<file path="config.mk">
export PLATFORM = sky130hd
export DESIGN_NAME = rut_upgrade_dev_flat
export DESIGN_NICKNAME = d
export VERILOG_FILES = /design/src/hdl/rut_pkg.sv /design/src/hdl/rut_link_if.sv /design/src/hdl/rut_upgrade_dev.sv /design/src/flat_wrapper.sv
export VERILOG_INCLUDE_DIRS = /design/src /design/src/hdl
export SDC_FILE = /design/constraint.sdc
export NUM_CORES = 1
export LEC_CHECK = 0
export BUFFER_PORTS_ARGS = -buffer_cell sky130_fd_sc_hd__buf_2
export CAP_MARGIN = 20
export CORE_MARGIN = 5
export CORE_UTILIZATION = 49
export CTS_CLUSTER_SIZE = 20
export DETAILED_ROUTE_END_ITERATION = 10
export GPL_TIMING_DRIVEN = 0
export PLACE_DENSITY_LB_ADDON = 0.3
export SYNTH_ARGS = -nofsm -noshare
export SYNTH_HDL_FRONTEND = slang
export SYNTH_SLANG_ARGS = --single-unit
export TNS_END_PERCENT = 10
</file>
<file path="constraint.sdc">
create_clock -name clk -period 2.29 [get_ports clk]
set_clock_uncertainty 0.1 [all_clocks]
set_input_delay 0.229 -clock clk [delete_from_list [all_inputs] [get_ports clk]]
set_output_delay 0.229 -clock clk [all_outputs]
set_load 0.005 [all_outputs]
</file>
<file path="src/hdl/rut_defs.svh">
// Purpose: Constants for the upgrade trigger link between factory user logic and upgrade circuitry
// Assumes: 40 MHz clock
// Notes: Operation codes and timing counts
`ifndef RUT_DEFS_SVH
`define RUT_DEFS_SVH
`define RUT_OP_START_ADDR 3'h4
`define RUT_APP_ADDR 24'h650000
`define RUT_CLK_NS 25
`define RUT_RELOAD_MIN_NS 250
`define RUT_RELOAD_CYC ((`RUT_RELOAD_MIN_NS + `RUT_CLK_NS - 1) / `RUT_CLK_NS)
`define RUT_WR_CYC 4'h3
`define RUT_CHK_CYC 8'h10
`endif

</file>
<file path="src/hdl/rut_pkg.sv">
// Purpose: Shared types for the upgrade trigger link
// Assumes: Included defines
// Notes: Types only
package rut_pkg;
    typedef logic [2:0] rut_op_t;
    typedef logic [23:0] rut_val_t;
endpackage

</file>
<file path="src/hdl/rut_link_if.sv">
// Purpose: Link between user logic and upgrade circuitry
// Assumes: One clock
// Notes: No clocking block
`timescale 1ns/1ps
`default_nettype none
interface rut_link_if (input wire logic clk);
    rut_pkg::rut_op_t op;
    rut_pkg::rut_val_t wr_value;
    logic wr_strobe;
    logic reload_req;
    logic busy;
    logic image_fault;
    modport dev (input clk, op, wr_value, wr_strobe, reload_req, output busy, image_fault);
    modport usr (input clk, busy, image_fault, output op, wr_value, wr_strobe, reload_req);
endinterface
`default_nettype wire

</file>
<file path="src/hdl/rut_upgrade_dev.sv">
// Purpose: Upgrade circuitry end: stores start address, prechecks image, triggers reload
// Assumes: User logic keeps inputs stable while busy
// Notes: The flash frame read is abstracted: flash_rd starts it, frame_valid returns the verdict
//        Requests that arrive while busy are dropped with no indication to the user side
//        After a restart pulse this end stays put until reset, as the device is reconfiguring
// Functional notes
// - User writes start address before reload
// - Address write uses op 100 and strobe
// - Busy rises on accepted write, falls after
// - Stored address is flash start unchanged
// - Reload request held high at least 250ns
// - Reload acts like config restart pin
// - Precheck holds busy, reads first frame
// - Valid image triggers application load
// - Invalid image raises fault, factory stays
// - User reports load failure on fault
`include "rut_defs.svh"
`timescale 1ns/1ps
`default_nettype none
module rut_upgrade_dev
    import rut_pkg::*;
(
    input wire logic clk, // System clock
    input wire logic sys_rst, // Synchronous reset
    rut_link_if.dev lnk, // Link to user logic
    input wire logic precheck_en, // Image precheck option
    input wire logic frame_valid, // First frame check result from flash reader
    output logic [23:0] boot_addr, // Flash byte address of application image
    output logic flash_rd, // Request first frame read at boot_addr
    output logic config_restart_pin, // Reconfigure pulse to config logic
    output logic busy_q, // Mirror of busy
    output logic fault_q // Mirror of image fault
);
    typedef enum logic [1:0] {RUT_IDLE = 2'b00, RUT_WR = 2'b01, RUT_CHK = 2'b11, RUT_DONE = 2'b10} rut_st_e;
    rut_st_e st, next_st;
    logic [7:0] cnt, next_cnt;
    logic [23:0] next_addr;
    logic next_busy, next_fault, next_restart, next_rd;
    logic req_d, next_req_d;
    logic reload_edge;
    logic frame_s1, frame_s2, frame_s3, frame_ok;
    logic next_frame_ok;

    // One step of the shared down-counter used by write and check timing
    function automatic logic [7:0] cnt_step(input logic [7:0] cur);
    begin
        return cur - 8'h1;
    end
    endfunction

    // End of a write or check delay
    function automatic logic cnt_zero(input logic [7:0] cur);
    begin
        return cur == 8'h0;
    end
    endfunction

    // Only the start address operation stores its value
    function automatic logic is_addr_op(input rut_op_t code);
    begin
        return code == `RUT_OP_START_ADDR;
    end
    endfunction

    // Reload request edge; a request still held high must not retrigger from idle
    always_comb
    begin
        next_req_d = lnk.reload_req;
        reload_edge = lnk.reload_req && !req_d;
    end

    // Previous reload request level
    always_ff @(posedge clk)
    begin
        if (sys_rst)
            req_d <= 1'b0;
        else
            req_d <= next_req_d;
    end

    // Frame verdict filter: the flash side is not timed to this clock, so the
    // result only moves once the last two synchroniser stages agree
    always_comb
    begin
        next_frame_ok = frame_ok;
        if (frame_s2 == frame_s3)
            next_frame_ok = frame_s3;
    end

    // Synchroniser stages and filtered frame verdict
    always_ff @(posedge clk)
    begin
        if (sys_rst)
        begin
            frame_s1 <= 1'b0;
            frame_s2 <= 1'b0;
            frame_s3 <= 1'b0;
            frame_ok <= 1'b0;
        end
        else
        begin
            frame_s1 <= frame_valid;
            frame_s2 <= frame_s1;
            frame_s3 <= frame_s2;
            frame_ok <= next_frame_ok;
        end
    end

    // Next-state logic for write and reload handling
    always_comb
    begin
        next_st = st;
        next_cnt = cnt;
        next_addr = boot_addr;
        next_busy = busy_q;
        next_fault = fault_q;
        next_restart = 1'b0;
        next_rd = 1'b0;
        case (st)
            RUT_IDLE:
            begin
                if (lnk.wr_strobe)
                begin
                    if (is_addr_op(lnk.op))
                        next_addr = lnk.wr_value;
                    next_busy = 1'b1;
                    next_cnt = {4'h0, `RUT_WR_CYC};
                    next_st = RUT_WR;
                end
                else if (reload_edge)
                begin
                    if (precheck_en)
                    begin
                        next_busy = 1'b1;
                        next_rd = 1'b1;
                        next_cnt = `RUT_CHK_CYC;
                        next_st = RUT_CHK;
                    end
                    else
                    begin
                        next_restart = 1'b1;
                        next_st = RUT_DONE;
                    end
                end
            end
            RUT_WR:
            begin
                // Write completion is a fixed internal delay
                if (cnt_zero(cnt))
                begin
                    next_busy = 1'b0;
                    next_st = RUT_IDLE;
                end
                else
                    next_cnt = cnt_step(cnt);
            end
            RUT_CHK:
            begin
                // Frame result sampled once the read delay expires
                if (cnt_zero(cnt))
                begin
                    next_busy = 1'b0;
                    if (frame_ok)
                    begin
                        next_restart = 1'b1;
                        next_st = RUT_DONE;
                    end
                    else
                    begin
                        next_fault = 1'b1;
                        next_st = RUT_IDLE;
                    end
                end
                else
                    next_cnt = cnt_step(cnt);
            end
            RUT_DONE:
                // Device is reconfiguring; remain until reset
                next_st = RUT_DONE;
            default:
                next_st = RUT_IDLE;
        endcase
    end

    // Registers
    always_ff @(posedge clk)
    begin
        if (sys_rst)
        begin
            st <= RUT_IDLE;
            cnt <= 8'h0;
            boot_addr <= 24'h0;
            busy_q <= 1'b0;
            fault_q <= 1'b0;
            config_restart_pin <= 1'b0;
            flash_rd <= 1'b0;
        end
        else
        begin
            st <= next_st;
            cnt <= next_cnt;
            boot_addr <= next_addr;
            busy_q <= next_busy;
            fault_q <= next_fault;
            config_restart_pin <= next_restart;
            flash_rd <= next_rd;
        end
    end

    assign lnk.busy = busy_q;
    assign lnk.image_fault = fault_q;
endmodule
`default_nettype wire

</file>
<file path="src/flat_wrapper.sv">
// flat-port wrapper written by rule: the top's interface ports become plain ports
module rut_upgrade_dev_flat import rut_pkg::*;
  (clk, sys_rst, precheck_en, frame_valid, boot_addr, flash_rd, config_restart_pin, busy_q, fault_q, lnk_op, lnk_wr_value, lnk_wr_strobe, lnk_reload_req, lnk_busy, lnk_image_fault);
  rut_link_if lnk_i (.clk(clk));
  input wire logic clk;
  input wire logic sys_rst;
  input wire logic precheck_en;
  input wire logic frame_valid;
  output logic [23:0] boot_addr;
  output logic flash_rd;
  output logic config_restart_pin;
  output logic busy_q;
  output logic fault_q;
  input wire logic [$bits(lnk_i.op)-1:0] lnk_op;
  input wire logic [$bits(lnk_i.wr_value)-1:0] lnk_wr_value;
  input wire logic [$bits(lnk_i.wr_strobe)-1:0] lnk_wr_strobe;
  input wire logic [$bits(lnk_i.reload_req)-1:0] lnk_reload_req;
  output wire logic [$bits(lnk_i.busy)-1:0] lnk_busy;
  output wire logic [$bits(lnk_i.image_fault)-1:0] lnk_image_fault;
  assign lnk_i.op = lnk_op;
  assign lnk_i.wr_value = lnk_wr_value;
  assign lnk_i.wr_strobe = lnk_wr_strobe;
  assign lnk_i.reload_req = lnk_reload_req;
  assign lnk_busy = lnk_i.busy;
  assign lnk_image_fault = lnk_i.image_fault;
  rut_upgrade_dev u_core (.clk(clk), .sys_rst(sys_rst), .lnk(lnk_i), .precheck_en(precheck_en), .frame_valid(frame_valid), .boot_addr(boot_addr), .flash_rd(flash_rd), .config_restart_pin(config_restart_pin), .busy_q(busy_q), .fault_q(fault_q));
endmodule
</file>
-- After elaboration in Yosys (flattened, before gate mapping)
Index checks and enable logic that the tools add are counted.
- word-level logic and storage cells: 63
- output and inout port bits: 30
- register bits after elaboration: 43
- input bits: 33
- muxes and demuxes: 24
- reduce and logical (&&, ||, !) cells: 12
- add/subtract/negate cells: 1
- equality and inequality tests: 11
- bitwise logic cells: 3
- operators by type and width (kind ; count):
    $mux 8 ; 4
    $pmux 8 s2 ; 1
    $mux 1 ; 11
    $mux 2 ; 5
    $reduce_and 3->1 ; 3
    $logic_not 8->1 ; 1
    $pmux 2 s4 ; 1
    $reduce_and 4->1 ; 2
    $sub 8x1->8 const B ; 1
    $ne 2x1->1 const B ; 3
    $eq 2x2->1 const B ; 2
    $pmux 1 s2 ; 2
    $reduce_or 4->1 ; 1
    $eq 3x3->1 const B ; 1
    $ne 3x2->1 const B ; 1
    $ne 3x3->1 const B ; 1
    $not 1->1 ; 3
    $eq 2x1->1 const B ; 1
    $logic_not 2->1 ; 1
    $ne 2x2->1 const B ; 1
    $reduce_bool 2->1 ; 1
    $reduce_or 2->1 ; 1
    $eq 1x1->1 ; 1
    $logic_and 1x1->1 ; 1
    $logic_not 1->1 ; 1

-- Depth between registers and ports, before layout
- depth after elaboration: 5
- gate-level depth with buffers: 7
- mapped depth without buffers: 6

-- Worst setup path after synthesis
OpenSTA, ideal clock, no wires.
- kind: register to register
- start point: register u_core.st[0]
- end point: register u_core.cnt[3]
- data required time: 2120 ps
- period minus slack after synthesis: 1918 ps
- slack: 372 ps
- setup time: 70 ps
- stages on the path, launching flop included: 7
- arrival: 1748 ps
- path through: dfxtp_1 > ha_1 > or2_1 > and3_1 > buf_2 > or4_1 > a21oi_1
- longest elaborated chain between the ends: 4
- elaborated cells on any way between the ends: 10
- RTL lines (item ; line ; source):
    start, declared ; rut_upgrade_dev.sv:35 ; rut_st_e st, next_st;
    start signal, assigned ; rut_upgrade_dev.sv:200 ; st <= next_st;
    $eq 2x1->1 / $eq 2x2->1 (equally long branches) ; rut_upgrade_dev.sv:119 ; case (st)
    $reduce_or 2->1 (no line) ; n/a ;
    $ne 2x2->1 (no line) / $reduce_bool 2->1 (equally long branches) ; n/a ;
    $reduce_and 4->1 (no line) ; n/a ;
    end signal, assigned ; rut_upgrade_dev.sv:201 ; cnt <= next_cnt;
    end, declared ; rut_upgrade_dev.sv:36 ; logic [7:0] cnt, next_cnt;
Parallel ways exist; a longest one is shown, timed or not.
A chain may end at the register's enable or synchronous reset.

-- Worst setup path in the final report
Same ends and word-level chain as after synthesis.

==> flow_summary.html <==
<table>
<tr><th>Metric</th><th>Value</th></tr>
<tr><th colspan="2">Route</th></tr>
<tr><td>Detail Route Antenna Nets</td><td>0</td></tr>
<tr><td>Final routed DRC violation total</td><td>0</td></tr>
<tr><td>Routed wire length</td><td>4900 um</td></tr>
<tr><td>DRT Pass-1 Iters</td><td>4</td></tr>
<tr><td>Routed WL per cell</td><td>13.6 um</td></tr>
<tr><td>Post-detailed-route via-to-cell ratio</td><td>5.19</td></tr>
<tr><td>Iteration-0 DRC Markers</td><td>117</td></tr>
<tr><td>Via count of the routed design</td><td>1872</td></tr>
<tr><th colspan="2">Layout</th></tr>
<tr><td>Filler Cells Inserted</td><td>284</td></tr>
<tr><td>Layout Nets</td><td>349</td></tr>
<tr><td>Register with the most flip-flops</td><td>u_core.boot_addr</td></tr>
<tr><td>Largest registers</td><td>u_core.boot_addr: 24 flops, u_core.cnt: 8 flops, u_core.st: 2 flops</td></tr>
<tr><td>Area Overhead vs Synth</td><td>40.3%</td></tr>
<tr><td>Antenna diode instance count</td><td>0</td></tr>
<tr><td>Flip-flop count of the largest register, all copies and words added</td><td>24</td></tr>
<tr><td>Proportion of layout cells with a drive suffix above 1</td><td>24.9%</td></tr>
<tr><th colspan="2">Logic synthesis</th></tr>
<tr><td>Post-synthesis area per instance</td><td>8.21 um^2</td></tr>
<tr><td>Total nets after synthesis</td><td>254</td></tr>
<tr><td>Number of flops mapped to enable cells by yosys</td><td>0</td></tr>
<tr><td>Total of flip-flops plus latches after synthesis</td><td>43</td></tr>
<tr><td>Synth Warn #</td><td>0</td></tr>
<tr><td>Synth top area cells</td><td>sky130_fd_sc_hd__dfxtp_1, sky130_fd_sc_hd__nand2_1, sky130_fd_sc_hd__a21oi_1, sky130_fd_sc_hd__ha_1, sky130_fd_sc_hd__clkbuf_1</td></tr>
<tr><td>Async set-or-reset flop fraction in the synthesized netlist</td><td>0%</td></tr>
<tr><td>Synthesized instance count</td><td>217</td></tr>
<tr><td>Proportion of netlist area held by the largest area contributor</td><td>48.3%</td></tr>
<tr><td>Predominant post-synthesis flop cell</td><td>sky130_fd_sc_hd__dfxtp_1</td></tr>
<tr><td>Top-count cell post-synth</td><td>sky130_fd_sc_hd__nand2_1</td></tr>
<tr><td>Synth cell types</td><td>35</td></tr>
<tr><td>Area of the mapped netlist</td><td>0.00178 mm^2</td></tr>
<tr><td>Proportion of synthesized chip area in sequential cells</td><td>48.3%</td></tr>
<tr><td>Area leader, netlist</td><td>sky130_fd_sc_hd__dfxtp_1</td></tr>
<tr><td>Top cells by instance count after synthesis</td><td>sky130_fd_sc_hd__nand2_1, sky130_fd_sc_hd__dfxtp_1, sky130_fd_sc_hd__a21oi_1</td></tr>
<tr><th colspan="2">Timing</th></tr>
<tr><td>Post-layout min period</td><td>2.12 ns</td></tr>
<tr><td>Max Clock Freq</td><td>472 MHz</td></tr>
<tr><td>Post-route fraction of the period consumed by the critical path</td><td>92.5%</td></tr>
<tr><td>Transition time at the pin with the least slew margin</td><td>0.538 ns</td></tr>
<tr><td>Final-report max-slew violation count</td><td>0</td></tr>
<tr><td>Final Hold Slack</td><td>0.0478 ns</td></tr>
<tr><td>Total count of hold-check failures in the final report</td><td>0</td></tr>
<tr><td>Total negative setup slack</td><td>0 ns</td></tr>
<tr><td>Setup violations, final</td><td>0</td></tr>
<tr><td>Unrepaired setup endpoints after global routing</td><td>no</td></tr>
<tr><td>Worst relative slew slack</td><td>64.2%</td></tr>
<tr><th colspan="2">Critical path</th></tr>
<tr><td>Worst setup SP type</td><td>register</td></tr>
<tr><td>R2r worst-path depth</td><td>6</td></tr>
<tr><td>CP Data Arrival Time</td><td>2.31 ns</td></tr>
<tr><td>Crit path max fanout</td><td>10</td></tr>
<tr><td>Critical path data required time</td><td>2.48 ns</td></tr>
<tr><td>Slack of the worst reg-to-reg path</td><td>0.17 ns</td></tr>
<tr><td>Critical R2R Capture</td><td>u_core.cnt[3]</td></tr>
<tr><td>Crit Path Class</td><td>reg2reg</td></tr>
<tr><td>CP endpoint kind</td><td>register</td></tr>
<tr><td>Launch instance of the worst register-to-register path</td><td>u_core.st[0]</td></tr>
<tr><th colspan="2">Global route</th></tr>
<tr><td>Aggregate global routing overflow</td><td>0</td></tr>
<tr><td>Global-route wire length before repair</td><td>8060 um</td></tr>
<tr><td>Initial antenna violation count</td><td>0</td></tr>
<tr><td>Vias in the first global route</td><td>1751</td></tr>
<tr><td>Total global-route track usage</td><td>20.3%</td></tr>
<tr><td>Largest net degree at the start of global routing</td><td>15</td></tr>
<tr><th colspan="2">Placed design</th></tr>
<tr><td>Routability congestion estimate from global placement</td><td>0.824</td></tr>
<tr><td>Quantity of I/O buffers inserted on ports</td><td>62</td></tr>
<tr><td>Hpwl dp</td><td>3050 um</td></tr>
<tr><th colspan="2">Die</th></tr>
<tr><td>Top-level port count</td><td>63</td></tr>
<tr><td>Starting utilization of the core area</td><td>49.8%</td></tr>
<tr><td>Area of the die</td><td>0.00494 mm^2</td></tr>
<tr><td>Vert. Die Dim</td><td>70.3 um</td></tr>
<tr><td>Number of rows in the core area</td><td>22</td></tr>
<tr><td>Die extent in x</td><td>70.3 um</td></tr>
<tr><td>Core box area</td><td>0.00358 mm^2</td></tr>
<tr><th colspan="2">Power and ir drop</th></tr>
<tr><td>Max IR drop VDD</td><td>0.446 mV</td></tr>
<tr><td>Power per Cell Area</td><td>949 mW/mm^2</td></tr>
<tr><td>Leakage power total</td><td>1.08 nW</td></tr>
<tr><th colspan="2">Clock network</th></tr>
<tr><td>Clock insertion delay at the later pin of the skew report</td><td>0.35 ns</td></tr>
<tr><td>Clock transition at path regs</td><td>0.13 ns</td></tr>
<tr><td>Maximum number of buffers from clock root to sink</td><td>2</td></tr>
<tr><td>Max H-tree Level</td><td>2</td></tr>
<tr><td>Number of CTS-inserted buffers</td><td>5</td></tr>
<tr><td>Total clock sinks</td><td>43</td></tr>
<tr><td>Library cell used as clock root buffer</td><td>sky130_fd_sc_hd__clkbuf_4</td></tr>
<tr><td>Clock tree from TritonCTS</td><td>done</td></tr>
<tr><th colspan="2">Min path</th></tr>
<tr><td>Endpoint, Worst Hold</td><td>u_core.flash_rd</td></tr>
<tr><td>Worst hold stages</td><td>2</td></tr>
<tr><td>Startpoint of the tightest hold check path</td><td>precheck_en</td></tr>
<tr><td>Type of the worst min-delay path</td><td>in2reg</td></tr>
<tr><th colspan="2">Job</th></tr>
<tr><td>Maximum capacitance violations</td><td>0</td></tr>
<tr><th colspan="2">Outcome</th></tr>
<tr><td>Result of the run</td><td>completed</td></tr>
</table>
worst max-delay path, stage by stage (launching register included):
cell and delay [ns]:
sky130_fd_sc_hd__dfxtp_1 0.38, sky130_fd_sc_hd__ha_1 0.29, sky130_fd_sc_hd__or2_1 0.29, sky130_fd_sc_hd__and3_1 0.21, sky130_fd_sc_hd__buf_2 0.18, sky130_fd_sc_hd__or4_1 0.47
sky130_fd_sc_hd__a21oi_1 0.15
cell usage in the layout (no fill, tap or decap), types with 5 or more instances in the layout:
| master | n |
|---|---|
| sky130_fd_sc_hd__buf_2 | 63 |
| sky130_fd_sc_hd__nand2_1 | 53 |
| sky130_fd_sc_hd__dfxtp_1 | 43 |
| sky130_fd_sc_hd__a21oi_1 | 36 |
| sky130_fd_sc_hd__dlygate4sd3_1 | 26 |
| sky130_fd_sc_hd__nor2_1 | 10 |
| sky130_fd_sc_hd__clkbuf_1 | 10 |
| sky130_fd_sc_hd__inv_1 | 6 |
| sky130_fd_sc_hd__nor2b_1 | 6 |
| sky130_fd_sc_hd__o21ai_0 | 6 |
| sky130_fd_sc_hd__o31ai_1 | 5 |
| sky130_fd_sc_hd__clkbuf_4 | 5 |
cell type report:
| cell class | instances | area (um^2) | area share, % |
|---|---|---|---|
| timing repair buffer | 88 | 571 | 22.8 |
| clock buffer | 5 | 37.5 | 1.50 |
| clock inverter | 3 | 43.8 | 1.75 |
| tap | 48 | 60.1 | 2.40 |
| inverter | 6 | 22.5 | 0.901 |
| sequential | 43 | 861 | 34.4 |
| multi-input combinational | 155 | 847 | 33.9 |
| buffer | 13 | 57.6 | 2.30 |
repair_timing:
action                                 4_1_cts  5_1_grt
setup endpoints to repair                    0        8
gates resized for setup                      0        1
buffers inserted                             0        0
endpoints found under the hold margin       26        0
hold buffers                                26        0
per-stage QoR:
step / power (mW) / cells / setup WS [ns] / util (%) / instance area, um^2
floorplan: 1.62 / 217 / 0.372 / - / 1780
global placement: 1.83 / 327 / 0.0893 / 60.1 / 2150
detailed placement: 1.85 / 327 / 0.0988 / 60.1 / 2150
CTS: 2.37 / 361 / 0.0620 / 69.7 / 2490
global route: 2.56 / 361 / 0.0245 / 69.9 / 2500
finish: 2.37 / 361 / 0.172 / 69.9 / 2500
power breakdown:
group / internal, mW / switching, mW / leakage, nW
Combinational: 0.428 / 0.512 / 0.683
Sequential: 0.855 / 0.0940 / 0.350
Clock: 0.230 / 0.254 / 0.0452
Total: 1.51 / 0.860 / 1.08
per-layer routing:
metal  vias up  share of wire, %  track usage [%]  wire, um
met5         -                 0                0         0
met3        11               7.2             6.47       353
li1        936                 -                -         -
met2        69                48             34.7      2360
met1       856                42             23.7      2070
met4         0               2.2             7.23       106
worst max-delay path by stage:
stage,endpoint,cells past startpoint,start
final,u_core.cnt[3],6,u_core.st[0]
after global routing,u_core.cnt[4],7,u_core.st[0]
after global placement,u_core.cnt[4],7,u_core.st[0]
after CTS,u_core.cnt[7],7,u_core.st[0]
after detailed placement,u_core.cnt[4],7,u_core.st[0]
after floorplan,u_core.cnt[3],6,u_core.st[0]
logic make-up (layout without fill, tap and decap cells):
kind of cell | count (synthesis) | in the layout | synth area share [%]
and+or+nand+nor | 91 | 91 | 24.6
adders and majority gates | 4 | 4 | 2.81
DFF | 43 | 43 | 48.3
buffers and inverters | 19 | 115 | 4.49
AOI/OAI and AO/OA | 60 | 60 | 19.8
No activity file was read; power rests on OpenSTA's default activity.
